[config.mk]
export PLATFORM = sky130hd
export DESIGN_NAME = qbm_master
export DESIGN_NICKNAME = d
export VERILOG_FILES = /design/src/logic/qbm_pkg.sv /design/src/logic/qbm_sync_if.sv /design/src/logic/qbm_master.sv /design/src/logic/qbm_sync.sv
export SDC_FILE = /design/constraint.sdc
export NUM_CORES = 1
export LEC_CHECK = 0
export BUFFER_PORTS_ARGS = -buffer_cell sky130_fd_sc_hd__buf_2
export CAP_MARGIN = 20
export CORE_MARGIN = 3
export CORE_UTILIZATION = 57
export DETAILED_ROUTE_END_ITERATION = 10
export PLACE_DENSITY_LB_ADDON = 0.08
export REMOVE_ABC_BUFFERS = 1
export SYNTH_ARGS = -nofsm -noshare
export SYNTH_HDL_FRONTEND = slang
export SYNTH_SLANG_ARGS = --single-unit
[constraint.sdc]
create_clock -name clk_in -period 5.66 [get_ports clk_in]
set_clock_uncertainty 0.2 [all_clocks]
set_input_delay 1.415 -clock clk_in [delete_from_list [all_inputs] [get_ports clk_in]]
set_output_delay 1.415 -clock clk_in [all_outputs]
set_load 0.01 [all_outputs]
[src/logic/qbm_pkg.sv]
`default_nettype none
package qbm_pkg;

	// ---------------------------------------------------------------
	// Timing
	// ---------------------------------------------------------------
	localparam int CLK_PERIOD_NS = 10;
	localparam int TIMEOUT_NS    = 10000;
	localparam int ADDR_SETUP_NS = 150;
	localparam int ADDR_HOLD_NS  = 100;
	localparam int DESKEW_NS     = 150;
	localparam int INIT_NS       = 5000;

	localparam int CNT_W = 10;
	// Longest wait rounds down, least times round up
	localparam logic [CNT_W-1:0] TIMEOUT_CYC = CNT_W'(TIMEOUT_NS / CLK_PERIOD_NS);
	localparam logic [CNT_W-1:0] ADDR_SETUP_CYC =
		CNT_W'((ADDR_SETUP_NS + CLK_PERIOD_NS - 1) / CLK_PERIOD_NS);
	localparam logic [CNT_W-1:0] ADDR_HOLD_CYC =
		CNT_W'((ADDR_HOLD_NS + CLK_PERIOD_NS - 1) / CLK_PERIOD_NS);
	localparam logic [CNT_W-1:0] DESKEW_CYC =
		CNT_W'((DESKEW_NS + CLK_PERIOD_NS - 1) / CLK_PERIOD_NS);
	localparam logic [CNT_W-1:0] INIT_CYC =
		CNT_W'((INIT_NS + CLK_PERIOD_NS - 1) / CLK_PERIOD_NS);

	// ---------------------------------------------------------------
	// Bus layout
	// ---------------------------------------------------------------
	localparam int DATA_W       = 16;
	localparam int PSW_PRIO_BIT = 7;
	localparam logic [2:0] BANK7_TOP = 3'h7;

	// Positions in the synchroniser vector
	localparam int SY_BRPLY = 0;
	localparam int SY_BIRQ  = 1;
	localparam int SY_BHALT = 2;
	localparam int SY_BPOK  = 3;
	localparam int SY_BDCOK = 4;
	localparam int SY_BDAL  = 5;
	localparam int SYNC_W   = SY_BDAL + DATA_W;

	typedef enum logic [2:0] {
		OP_READ,
		OP_WRITE,
		OP_WRITE_BYTE,
		OP_RMW,
		OP_RMW_BYTE,
		OP_REFRESH
	} qbm_op_t;

endpackage
`default_nettype wire

[src/logic/qbm_sync_if.sv]
`default_nettype none
interface qbm_sync_if;
	import qbm_pkg::*;
	logic [SYNC_W-1:0] raw;
	logic [SYNC_W-1:0] sync;
	modport sync_side (input raw, output sync);
	modport user_side (output raw, input sync);
endinterface
`default_nettype wire

[src/logic/qbm_master.sv]
// Contract
// - Address driven, then sync held through transfer
// - Data-in during sync reads; wait reply
// - Data-in without sync requests interrupt vector
// - Write/byte asserted at sync leading edge
// - Byte writes keep write/byte with data-out
// - Grant only when priority bit clear
// - Address phase precedes data on shared lines
// - Bank select for top bank, address only
// - Initialize driven while DC power bad
// - Primary power drop starts power-fail trap unless halted
// - Halt ignores interrupts, refresh optionally allowed
// - No reply within timeout aborts cycle
`default_nettype none
module qbm_master
	import qbm_pkg::*;
(
	input  wire logic              clk_in,
	input  wire logic              rstn_in,
	// User command port
	input  wire logic              cmd_valid_in,
	input  wire qbm_op_t           cmd_op_in,
	input  wire logic [DATA_W-1:0] cmd_addr_in,
	input  wire logic [DATA_W-1:0] cmd_wdata_in,
	output var  logic              cmd_ready_out,
	output var  logic              done_out,
	output var  logic              timeout_out,
	output var  logic [DATA_W-1:0] rdata_out,
	output var  logic              vector_valid_out,
	output var  logic [DATA_W-1:0] vector_out,
	output var  logic              powerfail_out,
	output var  logic              halted_out,
	input  wire logic [DATA_W-1:0] processor_status_word_in,
	input  wire logic              refresh_in_halt_in,
	input  wire logic              init_req_in,
	// Bus pins
	input  wire logic [DATA_W-1:0] bdal_in,
	output var  logic [DATA_W-1:0] bdal_out,
	output var  logic              bdal_oe_out,
	output var  logic              bsync_n_out,
	output var  logic              bdin_n_out,
	output var  logic              bdout_n_out,
	output var  logic              bwtbt_n_out,
	output var  logic              bbs7_n_out,
	output var  logic              bref_n_out,
	output var  logic              biako_n_out,
	output var  logic              binit_n_out,
	input  wire logic              brply_n_in,
	input  wire logic              birq_n_in,
	input  wire logic              bhalt_n_in,
	input  wire logic              bpok_in,
	input  wire logic              bdcok_in
);
	// ---------------------------------------------------------------
	// Pin synchronisation
	// ---------------------------------------------------------------
	qbm_sync_if sif ();
	assign sif.raw = {bdal_in, bdcok_in, bpok_in, ~bhalt_n_in, ~birq_n_in, ~brply_n_in};

	qbm_sync u_sync (
		.clk_in  (clk_in),
		.rstn_in (rstn_in),
		.sif     (sif)
	);

	logic              brply_s;
	logic              birq_s;
	logic              halt_s;
	logic              pok_s;
	logic              dcok_s;
	logic [DATA_W-1:0] bdal_s;
	assign brply_s = sif.sync[SY_BRPLY];
	assign birq_s  = sif.sync[SY_BIRQ];
	assign halt_s  = sif.sync[SY_BHALT];
	assign pok_s   = sif.sync[SY_BPOK];
	assign dcok_s  = sif.sync[SY_BDCOK];
	assign bdal_s  = sif.sync[SY_BDAL +: DATA_W];

	function automatic logic op_writes(input qbm_op_t op);
		return op == OP_WRITE || op == OP_WRITE_BYTE;
	endfunction

	function automatic logic op_byte(input qbm_op_t op);
		return op == OP_WRITE_BYTE || op == OP_RMW_BYTE;
	endfunction

	// ---------------------------------------------------------------
	// Power, halt and initialize
	// ---------------------------------------------------------------
	logic pok_prev_q;
	logic powerfail_q;
	logic halted_q;
	logic binit_n_q;

	typedef enum {
		ST_IDLE, ST_ADDR, ST_SYNC, ST_DIN, ST_DIN_END, ST_DOUT_SET,
		ST_DOUT, ST_DOUT_END, ST_END, ST_IACK, ST_IACK_END, ST_INIT
	} qbm_state_t;
	qbm_state_t state_q;

	always_ff @(posedge clk_in or negedge rstn_in) begin
		if (!rstn_in) begin
			pok_prev_q  <= 1'b0;
			powerfail_q <= 1'b0;
			halted_q    <= 1'b0;
		end else begin
			pok_prev_q  <= pok_s;
			powerfail_q <= pok_prev_q && !pok_s && !halted_q;
			halted_q    <= halt_s;
		end
	end

	always_ff @(posedge clk_in or negedge rstn_in) begin
		if (!rstn_in) begin
			binit_n_q <= 1'b0;
		end else begin
			binit_n_q <= dcok_s && state_q != ST_INIT;
		end
	end

	// ---------------------------------------------------------------
	// Bus cycle sequencer
	// ---------------------------------------------------------------
	logic [CNT_W-1:0]  cnt_q;
	qbm_op_t           op_q;
	logic [DATA_W-1:0] wdata_q;
	logic [DATA_W-1:0] rdata_q;
	logic [DATA_W-1:0] vector_q;
	logic [DATA_W-1:0] bdal_q;
	logic              bdal_oe_q;
	logic              bsync_n_q;
	logic              bdin_n_q;
	logic              bdout_n_q;
	logic              bwtbt_n_q;
	logic              bbs7_n_q;
	logic              bref_n_q;
	logic              biako_n_q;
	logic              ready_q;
	logic              done_q;
	logic              timeout_q;
	logic              vec_valid_q;
	logic              waiting;
	logic              to_hit;
	logic              may_take;

	assign waiting  = state_q inside {ST_DIN, ST_DIN_END, ST_DOUT, ST_DOUT_END,
		ST_IACK, ST_IACK_END};
	assign to_hit   = waiting && cnt_q == TIMEOUT_CYC - CNT_W'(1);
	assign may_take = cmd_valid_in && ready_q &&
		(!halt_s || (cmd_op_in == OP_REFRESH && refresh_in_halt_in));

	always_ff @(posedge clk_in or negedge rstn_in) begin
		if (!rstn_in) begin
			state_q     <= ST_IDLE;
			cnt_q       <= '0;
			op_q        <= OP_READ;
			wdata_q     <= '0;
			rdata_q     <= '0;
			vector_q    <= '0;
			bdal_q      <= '0;
			bdal_oe_q   <= 1'b0;
			bsync_n_q   <= 1'b1;
			bdin_n_q    <= 1'b1;
			bdout_n_q   <= 1'b1;
			bwtbt_n_q   <= 1'b1;
			bbs7_n_q    <= 1'b1;
			bref_n_q    <= 1'b1;
			biako_n_q   <= 1'b1;
			ready_q     <= 1'b0;
			done_q      <= 1'b0;
			timeout_q   <= 1'b0;
			vec_valid_q <= 1'b0;
		end else begin
			done_q      <= 1'b0;
			timeout_q   <= 1'b0;
			vec_valid_q <= 1'b0;
			cnt_q       <= cnt_q + CNT_W'(1);
			if (to_hit) begin
				// Abort: release every line at once
				state_q   <= ST_IDLE;
				timeout_q <= 1'b1;
				bdal_oe_q <= 1'b0;
				bsync_n_q <= 1'b1;
				bdin_n_q  <= 1'b1;
				bdout_n_q <= 1'b1;
				bwtbt_n_q <= 1'b1;
				bbs7_n_q  <= 1'b1;
				bref_n_q  <= 1'b1;
				biako_n_q <= 1'b1;
			end else begin
				case (state_q)
					ST_IDLE: begin
						cnt_q   <= '0;
						ready_q <= 1'b1;
						if (init_req_in) begin
							ready_q <= 1'b0;
							state_q <= ST_INIT;
						end else if (birq_s && !halt_s &&
							!processor_status_word_in[PSW_PRIO_BIT]) begin
							ready_q   <= 1'b0;
							bdin_n_q  <= 1'b0;
							biako_n_q <= 1'b0;
							state_q   <= ST_IACK;
						end else if (may_take) begin
							ready_q   <= 1'b0;
							op_q      <= cmd_op_in;
							wdata_q   <= cmd_wdata_in;
							bdal_q    <= cmd_addr_in;
							bdal_oe_q <= 1'b1;
							bbs7_n_q  <= cmd_addr_in[DATA_W-1 -: 3] != BANK7_TOP;
							bwtbt_n_q <= !op_writes(cmd_op_in);
							bref_n_q  <= cmd_op_in != OP_REFRESH;
							state_q   <= ST_ADDR;
						end
					end
					ST_ADDR: begin
						if (cnt_q >= ADDR_SETUP_CYC - CNT_W'(1)) begin
							bsync_n_q <= 1'b0;
							cnt_q     <= '0;
							state_q   <= ST_SYNC;
						end
					end
					ST_SYNC: begin
						if (cnt_q >= ADDR_HOLD_CYC - CNT_W'(1)) begin
							cnt_q     <= '0;
							bbs7_n_q  <= 1'b1;
							bwtbt_n_q <= !(op_q == OP_WRITE_BYTE);
							if (op_writes(op_q)) begin
								bdal_q  <= wdata_q;
								state_q <= ST_DOUT_SET;
							end else begin
								bdal_oe_q <= 1'b0;
								bdin_n_q  <= 1'b0;
								state_q   <= ST_DIN;
							end
						end
					end
					ST_DIN: begin
						if (brply_s) begin
							rdata_q  <= bdal_s;
							bdin_n_q <= 1'b1;
							cnt_q    <= '0;
							state_q  <= ST_DIN_END;
						end
					end
					ST_DIN_END: begin
						if (!brply_s) begin
							cnt_q <= '0;
							if (op_q == OP_RMW || op_q == OP_RMW_BYTE) begin
								bdal_q    <= wdata_q;
								bdal_oe_q <= 1'b1;
								bwtbt_n_q <= !op_byte(op_q);
								state_q   <= ST_DOUT_SET;
							end else begin
								state_q <= ST_END;
							end
						end
					end
					ST_DOUT_SET: begin
						if (cnt_q >= DESKEW_CYC - CNT_W'(1)) begin
							bdout_n_q <= 1'b0;
							cnt_q     <= '0;
							state_q   <= ST_DOUT;
						end
					end
					ST_DOUT: begin
						if (brply_s) begin
							bdout_n_q <= 1'b1;
							bdal_oe_q <= 1'b0;
							cnt_q     <= '0;
							state_q   <= ST_DOUT_END;
						end
					end
					ST_DOUT_END: begin
						if (!brply_s) begin
							state_q <= ST_END;
						end
					end
					ST_END: begin
						bsync_n_q <= 1'b1;
						bwtbt_n_q <= 1'b1;
						bref_n_q  <= 1'b1;
						done_q    <= 1'b1;
						state_q   <= ST_IDLE;
					end
					ST_IACK: begin
						if (brply_s) begin
							vector_q  <= bdal_s;
							bdin_n_q  <= 1'b1;
							biako_n_q <= 1'b1;
							cnt_q     <= '0;
							state_q   <= ST_IACK_END;
						end
					end
					ST_IACK_END: begin
						if (!brply_s) begin
							vec_valid_q <= 1'b1;
							state_q     <= ST_IDLE;
						end
					end
					ST_INIT: begin
						if (cnt_q >= INIT_CYC - CNT_W'(1)) begin
							state_q <= ST_IDLE;
						end
					end
					default: begin
						state_q <= ST_IDLE;
					end
				endcase
			end
		end
	end

	assign cmd_ready_out    = ready_q;
	assign done_out         = done_q;
	assign timeout_out      = timeout_q;
	assign rdata_out        = rdata_q;
	assign vector_valid_out = vec_valid_q;
	assign vector_out       = vector_q;
	assign powerfail_out    = powerfail_q;
	assign halted_out       = halted_q;
	assign bdal_out         = bdal_q;
	assign bdal_oe_out      = bdal_oe_q;
	assign bsync_n_out      = bsync_n_q;
	assign bdin_n_out       = bdin_n_q;
	assign bdout_n_out      = bdout_n_q;
	assign bwtbt_n_out      = bwtbt_n_q;
	assign bbs7_n_out       = bbs7_n_q;
	assign bref_n_out       = bref_n_q;
	assign biako_n_out      = biako_n_q;
	assign binit_n_out      = binit_n_q;
endmodule // qbm_master
`default_nettype wire

[src/logic/qbm_sync.sv]
`default_nettype none
module qbm_sync
	import qbm_pkg::*;
(
	input  wire logic         clk_in,
	input  wire logic         rstn_in,
	qbm_sync_if.sync_side     sif
);
	// ---------------------------------------------------------------
	// Two-stage synchronisers, one per pin
	// ---------------------------------------------------------------
	genvar g;
	generate
		for (g = 0; g < SYNC_W; g++) begin : g_bit
			logic meta_q;
			logic stab_q;
			always_ff @(posedge clk_in or negedge rstn_in) begin
				if (!rstn_in) begin
					meta_q <= 1'b0;
					stab_q <= 1'b0;
				end else begin
					meta_q <= sif.raw[g];
					stab_q <= meta_q;
				end
			end
			assign sif.sync[g] = stab_q;
		end
	endgenerate
endmodule // qbm_sync
`default_nettype wire

# After elaboration in Yosys (flattened, before gate mapping)
# Index checks and enable logic that the tools add are counted.
dict set report word_totals {
  reg_bits 167
  input_bits 77
  out_inout_bits 63
  elab_cells 252
}
dict set report classes {
  addsub 1
  n_lt_le_gt_ge 3
  n_eq_ne 47
  mux 81
  n_bitwise 6
  reduce_logical 49
}
# op n
set op_table {}
lappend op_table {{$mux W32} 14}
lappend op_table {{$pmux W32 S11} 1}
lappend op_table {{$eq A32 B3 Y1 const B} 4}
lappend op_table {{$eq A32 B4 Y1 const B} 4}
lappend op_table {{$mux W16} 7}
lappend op_table {{$eq A32 B2 Y1 const B} 2}
lappend op_table {{$mux W10} 5}
lappend op_table {{$pmux W10 S5} 1}
lappend op_table {{$pmux W16 S3} 1}
lappend op_table {{$mux W1} 42}
lappend op_table {{$ne A3 B3 Y1 const B} 14}
lappend op_table {{$eq A32 B1 Y1 const B} 1}
lappend op_table {{$logic_not A32 Y1} 1}
lappend op_table {{$ne A32 B5 Y1 const B} 1}
lappend op_table {{$ge A10 B4 Y1 const B} 2}
lappend op_table {{$reduce_and A9 Y1} 2}
lappend op_table {{$reduce_bool A3 Y1} 6}
lappend op_table {{$ne A2 B2 Y1 const B} 6}
lappend op_table {{$ne A3 B2 Y1 const B} 4}
lappend op_table {{$reduce_and A11 Y1} 1}
lappend op_table {{$add A10 B1 Y10 const B} 1}
lappend op_table {{$eq A10 B10 Y1 const B} 1}
lappend op_table {{$ge A10 B9 Y1 const B} 1}
lappend op_table {{$pmux W1 S2} 5}
lappend op_table {{other kinds (25)} 60}

# Longest topological paths before layout
# Gate-level depths: netlist (run 1).
dict set report depth {
  word_depth 9
  ltp_mapped 10
  depth_no_buf 8
}

# By module
# From an unflattened synthesis (run 1), not the netlist that was laid out.
dict set report unflattened {
  cells_unflattened 463
  hier_area_um2 6015.8
}
# mod n_inst cells_each area_per_inst_um2 seq_area_each_um2
set modules_own_cells {}
lappend modules_own_cells {qbm_master 1 400 4807.1 2436.1}
lappend modules_own_cells {qbm_sync 1 63 1208.7 1051.0}

# Least setup slack after synthesis (run 1)
# Ideal clock, no wire load.
dict set report synth_timing {
  path_type {input to register}
  start {input cmd_op_in[1]}
  end {register bdal_q[10] (netlist: bdal_out[10])}
  setup_ns 0.125
  arrival_time_ns 3.033
  path_slack_ns 2.302
  stages 7
  path_cell_list {nand4b_1 -> a21oi_1 -> a21oi_1 -> or4_1 -> buf_6 -> buf_6 -> mux2_4}
}
dict set report synth_via {
  elab_chain_len 6
}
# element line
set synth_lines {}
lappend synth_lines {{from (decl)} qbm_master.sv:22} ;# input wire qbm_op_t cmd_op_in,
lappend synth_lines {{$eq A3 B3 Y1} qbm_master.sv:150} ;# (!halt_s || (cmd_op_in == OP_REFRESH && refresh_in_halt_in));
lappend synth_lines {{$logic_and A1 B1 Y1} qbm_master.sv:150}
lappend synth_lines {{$logic_or A1 B1 Y1} qbm_master.sv:150}
lappend synth_lines {{$logic_and A1 B1 Y1} qbm_master.sv:149} ;# assign may_take = cmd_valid_in && ready_q &&
lappend synth_lines {{$ne A2 B2 Y1 (no line)} --}
lappend synth_lines {{$reduce_and A9 Y1 (no line)} --}
lappend synth_lines {{to (signal assigned)} qbm_master.sv:208} ;# bdal_q <= cmd_addr_in;
lappend synth_lines {{to (signal assigned)} qbm_master.sv:229} ;# bdal_q <= wdata_q;
lappend synth_lines {{to (signal assigned)} qbm_master.sv:250} ;# bdal_q <= wdata_q;
lappend synth_lines {{to (decl)} qbm_master.sv:129} ;# logic [DATA_W-1:0] bdal_q;
# No other way between the ends.
# A chain may end at the register's enable or synchronous reset.

# Worst setup path after layout (run 1)
dict set report layout_timing {
  start {input processor_status_word_in[7]}
  end {register bdal_q[1] (netlist: bdal_out[1])}
}
dict set report layout_via {
  elab_chain_len 4
}
# element line
set layout_lines {}
lappend layout_lines {{from (decl)} qbm_master.sv:33} ;# input wire logic [DATA_W-1:0] processor_status_word_in,
lappend layout_lines {{$logic_not A1 Y1} qbm_master.sv:199} ;# !processor_status_word_in[PSW_PRIO_BIT]) begin
lappend layout_lines {{$logic_and A1 B1 Y1} qbm_master.sv:198} ;# end else if (birq_s && !halt_s &&
lappend layout_lines {{$ne A2 B2 Y1 (no line)} --}
lappend layout_lines {{$reduce_and A9 Y1 (no line)} --}
# No other way between the ends.

==> results of run 1 <==
## worst max-delay path, cell delays in order
cell and delay [ns]:
buf_2 0.10, nor3b_1 0.40, nor2_1 0.11, a21oi_1 0.54
or4_1 0.89, mux2_2 0.42
## final cells by class
type | instances | area [um2]
clock inverters | 9 | 183
well taps | 133 | 166
repair buffers | 127 | 649
clock buffers | 22 | 463
fillers | 718 | 2680
multi-input cells | 267 | 2140
inverters | 13 | 48.8
flip-flops and latches | 139 | 3490
## cell families (layout without fill, tap and decap cells)
logic type	count (synthesis)	count (layout)	share of synthesized area, %
flops	139	139	60.2
simple gates	107	107	10.1
mux	85	85	17.1
compound gates	58	58	6.78
buf+inv	38	171	2.92
xor+xnor	13	13	1.97
fa+ha+maj	4	4	0.864
## cell usage after synthesis, types with 2 or more instances
cell,count
dfrtp_1,132
mux2_2,73
nor2_1,28
nand2_1,18
clkbuf_1,14
inv_1,13
o21ai_0,13
nor3_1,12
mux2_4,10
nand2b_1,10
a21oi_1,9
buf_2,9
xnor2_1,8
dfstp_2,7
nand3_1,7
a31oi_1,5
nand4_1,5
nor2b_1,5
xor2_1,5
ha_1,4
nor4_1,4
o21a_1,4
nand4b_1,3
nor3b_1,3
o211ai_1,3
o22ai_1,3
o31ai_1,3
a21o_1,2
a311oi_1,2
a32oi_1,2
buf_6,2
mux2i_1,2
nand3_2,2
o32a_1,2
or2_2,2
## stage by stage
step	std cells	setup slack [ns]	cell area [um2]	utilization (%)	hold slack, ns
6_report	710	1.97	7140	72.7	0.147
5_1_grt	710	1.80	7140	72.7	0.156
4_1_cts	709	2.03	7130	72.6	0.147
3_5_place_dp	678	1.46	6480	66.0	0.136
3_3_place_gp	678	1.51	6480	66.0	0.132
2_1_floorplan	419	2.12	5670	-	0.131
## final timing paths
kind / start / end / slack (ns) / depth (start not counted)
worst max register to register: state_q[2]$_DFFE_PN0P_ / bdal_out[9]$_DFFE_PN0P_ / 1.98 / 6
worst max-delay path: processor_status_word_in[7] / bdal_out[1]$_DFFE_PN0P_ / 1.97 / 6
worst min register to register: u_sync.g_bit[2].meta_q$_DFF_PN0_ / u_sync.g_bit[2].stab_q$_DFF_PN0_ / 0.15 / 0
worst min-delay path: u_sync.g_bit[2].meta_q$_DFF_PN0_ / u_sync.g_bit[2].stab_q$_DFF_PN0_ / 0.15 / 0
min in group asynchronous: rstn_in / u_sync.g_bit[12].stab_q$_DFF_PN0_ / 0.77 / 1
max in group asynchronous: rstn_in / bdal_out[11]$_DFFE_PN0P_ / 3.41 / 2
## power groups by stage
stage,Combinational (mW),Sequential (mW),Clock [mW]
after floorplan,0.0118,1.03,0
after global placement,0.0547,1.03,0
after detailed placement,0.0571,1.04,0
after CTS,0.0581,1.02,1.23
after global routing,0.0638,1.02,1.27
final,0.0563,1.02,1.21
## sequential cells by signal, summed over array words and instances (netlist names), 3 cells and up
signal and cells:
u_sync.g_bit.meta_q 21, wdata_q 16, vector_out 16, rdata_out 16
op_q 3, bdal_out 16, state_q 4, u_sync.g_bit.stab_q 21
cnt_q 10
## placed cells by master (no fill, tap or decap), types with 5 or more instances in the layout
| cell type | count |
|---|---|
| nor2_1 | 27 |
| a21oi_1 | 9 |
| nand3_1 | 7 |
| o21ai_0 | 13 |
| nand2b_1 | 10 |
| nor3_1 | 12 |
| nor2b_1 | 5 |
| mux2_4 | 10 |
| clkbuf_16 | 16 |
| dfstp_2 | 7 |
| inv_1 | 13 |
| mux2_2 | 73 |
| xor2_1 | 5 |
| dfrtp_1 | 132 |
| nand4_1 | 5 |
| xnor2_1 | 8 |
| a31oi_1 | 5 |
| nand2_1 | 18 |
| bufinv_16 | 5 |
| buf_2 | 123 |
## routing by layer
layer | track usage [%] | wire, um | vias to the layer above
li1 | - | - | 1815
met1 | 29.7 | 5230 | 1950
met2 | 33.7 | 5770 | 157
met3 | 6.68 | 873 | 16
met4 | 8.22 | 152 | 0
met5 | 0 | 0 | -
==> flow_summary.toml, run 1 <==
[outcome]
status = "complete, no violations"

[global_routing]
grt_overflow_total = 0
antenna_found_initial = 0
grt_pass1_wl_um = 19300
grt_max_degree = 98
first_global_vias = 3918
grt.total_usage_pct = 21.9

[power]
ir_worst_vdd_uv = 167
p_leak_nw = 3.64
internal_power_mw = 1.83
finalPower_mw = 2.28
seq_power_share_pct = 44.7
p_sw_share_pct = 19.7
pwr-share-comb_pct = 2.5
p_sw_mw = 0.449
clockPowerShare_pct = 52.9
powerDensity_nw_per_um2 = 320

[setup_path]
worstPathRequired_ns = 5.86
cp-start-kind = "primary input"
cp-end-kind = "flip-flop"
critPathMaxFanout = 16
crit_type = "in2reg"
worstPathArrival_ns = 3.89

[synthesis]
ys_warn_count = 0
synth_seq_cells = 139
seq_area_frac_synth_pct = 60.2
ys_async_sr_fraction_pct = 100
synth_area_um2 = 5790
synth_top_area_cell = "dfrtp_1"
synth_flop_cell = "dfrtp_1"
synth_cell_types = 53
netlist.area_leader.share_pct = 57.0
synth_edf_count = 0
syn_area_per_cell_um2 = 13.0
synth_area_leaders = "dfrtp_1, mux2_2, dfstp_2"
synth_cells = 444

[timing]
slew_violations = 0
setup_tns_ns = 0
hold_viol = 0
tightest_slew_ns = 1.07
rsz0062_at_grt = "no"
setup_viol = 0
period_share_pct = 65.2
fin_crit_ns = 3.69
fmax_mhz = 271
slew-limit-headroom_pct = 28.7

[floorplanning]
core.rowCount = 36
initial_core_util_pct = 59.0
die_w_um = 107
pin_count = 140
core_area_um2 = 9820
fp.dieH_um = 107
die-area_um2 = 11400

[detailed_routing]
routed_wl_um = 12000
ant_nets = 0
wl_per_cell_um = 16.9
drt_iter0_drc = 496
drcViolationCount = 0
viasPerCell = 5.55
vias = 3938
dr.pass1.iters = 5

[run]
max-cap-violations = 0

[clock_network]
ctsHoldBuffers = 0
numClockSinks = 139
cts.path.max_buffers = 2
clkLatencyLatePin_ns = 0.52
cts_setup_buffers = 0
cts_max_level = 4
cts_buffers = 17
cts.clk_slew.worst_paths_ns = 0.06
cts-resized-gates = 0
cts_root_buf = "clkbuf_8"
cts_tree = "yes"

[layout]
syn_to_final_growth_pct = 23.2
drive_above_1_share_pct = 44.2
num-nets-final = 646
antenna_cells = 0

[place]
io_buffer_count = 124
place.gp.congestion = 0.854
dp_hpwl_um = 7760

[min_path]
hold_class = "reg2reg"
Power figures use the tool's default switching activity.
==> run 2: changes to the inputs <==
- CORE_UTILIZATION: 57 -> 48
- clock period: 5.66 -> 3 ns (I/O delays scaled with it)
==> flow_summary.toml, run 2 (same netlist as run 1, synthesis figures left out) <==
[timing]
hold_viol = 0
fmax_mhz = 380
slew-limit-headroom_pct = 60.4
setup_tns_ns = 0
tightest_slew_ns = 0.588
rsz0062_at_grt = "no"
setup_viol = 0
period_share_pct = 87.7
fin_crit_ns = 2.63
slew_violations = 0

[global_routing]
grt_max_degree = 61
grt_pass1_wl_um = 20100
use_met1_pct = 25.9
use_met2_pct = 29.2
grt_busiest_layer = "met2"
grt.total_usage_pct = 19.5
groute.layer.met3.usage_pct = 7.31
first_global_vias = 4088
antenna_found_initial = 0
grt_overflow_total = 0

[detailed_routing]
drcViolationCount = 0
vias = 4000
dr.pass1.iters = 5
wl_per_cell_um = 16.5
routed_wl_um = 12200
ant_nets = 0
drt_iter0_drc = 331
viasPerCell = 5.40

[layout]
syn_to_final_growth_pct = 25.9
final_common_cell = "dfrtp_1"
num-fill-cells = 944
drive_above_1_share_pct = 46.5
num-nets-final = 666
reg_top3 = "u_sync.g_bit.meta_q: 21 flops, u_sync.g_bit.stab_q: 21 flops"
layout_common_cells = "dfrtp_1, buf_2, mux2_2"
antenna_cells = 0
seqCellArea_um2 = 3490
finalNonFillerCells = 741
utilization_pct = 62.8
multi_input_area_um2 = 2140

[clock_network]
ctsHoldBuffers = 0
cts-resized-gates = 0
numClockSinks = 139
clkLatencyLatePin_ns = 0.42
cts_setup_buffers = 0
cts_max_level = 4
cts_root_buf = "clkbuf_16"
cts.clk_slew.worst_paths_ns = 0.06
cts_tree = "yes"
cts_buffers = 17
cts.path.max_buffers = 2

[setup_path]
crit_type = "reg2reg"
worstSetupStartpoint = "state_q[2]$_DFFE_PN0P_"
rr_startpoint = "state_q[2]$_DFFE_PN0P_"
cp_cell_sequence = "nor2b_1, a211o_1, nand3_2, nand3_2, or4_1, buf_4, mux2_4"
cpMostUsedCell = "nand3_2"
worstPathArrival_ns = 2.73
critPathMaxFanout = 12
cp-end-kind = "flip-flop"
cp-start-kind = "flip-flop"
slowest_stage = "or4_1"
worstPathRequired_ns = 3.10
crit_path_max_incr_delay_ns = 0.57

[floorplanning]
fp.dieH_um = 116
core.rowCount = 39
die_w_um = 116
initial_core_util_pct = 49.9
core_area_um2 = 11600
pin_count = 140
die-area_um2 = 13400

[power]
p_leak_nw = 3.73
finalPower_mw = 4.12
ir_worst_vdd_uv = 323
powerDensity_nw_per_um2 = 564

[run]
max-cap-violations = 0

[place]
dp_hpwl_um = 8640
place.gp.congestion = 0.835
placed_cells = 708
io_buffer_count = 124

[outcome]
status = "complete, no violations"

[min_path]
hold_class = "in2async"
-- run 2: cell count changes in the layout (fill, tap and decap cells not counted), sizes merged --
cell | previous run | this run
buf | 126 | 146
clkinv | 0 | 5
bufinv | 5 | 2
clkbuf | 23 | 21
inv | 15 | 16
-- run 2: where the power goes --
part / switching (mW) / leakage (nW) / internal (mW) / total (mW)
Sequential: 0.0132 / 1.78 / 1.91 / 1.92
Clock: 0.789 / 0.293 / 1.29 / 2.08
Combinational: 0.0614 / 1.66 / 0.0503 / 0.112
Total: 0.863 / 3.73 / 3.25 / 4.12
-- run 2: worst paths after layout --
check / to / slack [ns] / depth (start not counted)
min in group clk_in: u_sync.g_bit[6].stab_q$_DFF_PN0_ / 0.14 / 0
worst min-delay path: vector_out[10]$_DFFE_PN0P_ / 0.1 / 1
worst max register to register: bdal_out[13]$_DFFE_PN0P_ / 0.37 / 7
worst max-delay path: bdal_out[13]$_DFFE_PN0P_ / 0.37 / 7
max in group asynchronous: bwtbt_n_out$_DFFE_PN1P_ / 1.82 / 2
worst min register to register: u_sync.g_bit[6].stab_q$_DFF_PN0_ / 0.14 / 0
-- run 2: final cells by class --
class | instances | share of cell area, %
sequential | 139 | 47.8
multi-input combinational | 267 | 29.3
timing repair buffer | 147 | 11.5
clock buffer | 20 | 6.40
tap | 143 | 2.45
clock inverter | 12 | 1.84
inverter | 13 | 0.669
-- run 2: metal layers --
metal | share of wire (%) | vias to the layer above
met5 | 0 | -
met4 | 2.0 | 0
met3 | 7.3 | 21
met2 | 48 | 131
met1 | 43 | 1987
li1 | - | 1861
-- run 2: stage by stage --
step           cell area (um2)  hold WS, ns  setup WS (ns)
3_5_place_dp              6680        0.135          0.144
6_report                  7290       0.0976          0.370
5_1_grt                   7290        0.120          0.223
3_3_place_gp              6680        0.132          0.151
2_1_floorplan             5670        0.131        0.00802
4_1_cts                   7280        0.113          0.350
-- run 2: worst max-delay path, delay by kind of cell, from the launching register on --
family,cells,cell delay (ns)
and+or+nand+nor,4,0.95
buffers and inverters,1,0.24
muxes,1,0.31
DFF,1,0.49
AOI/OAI and AO/OA,1,0.31
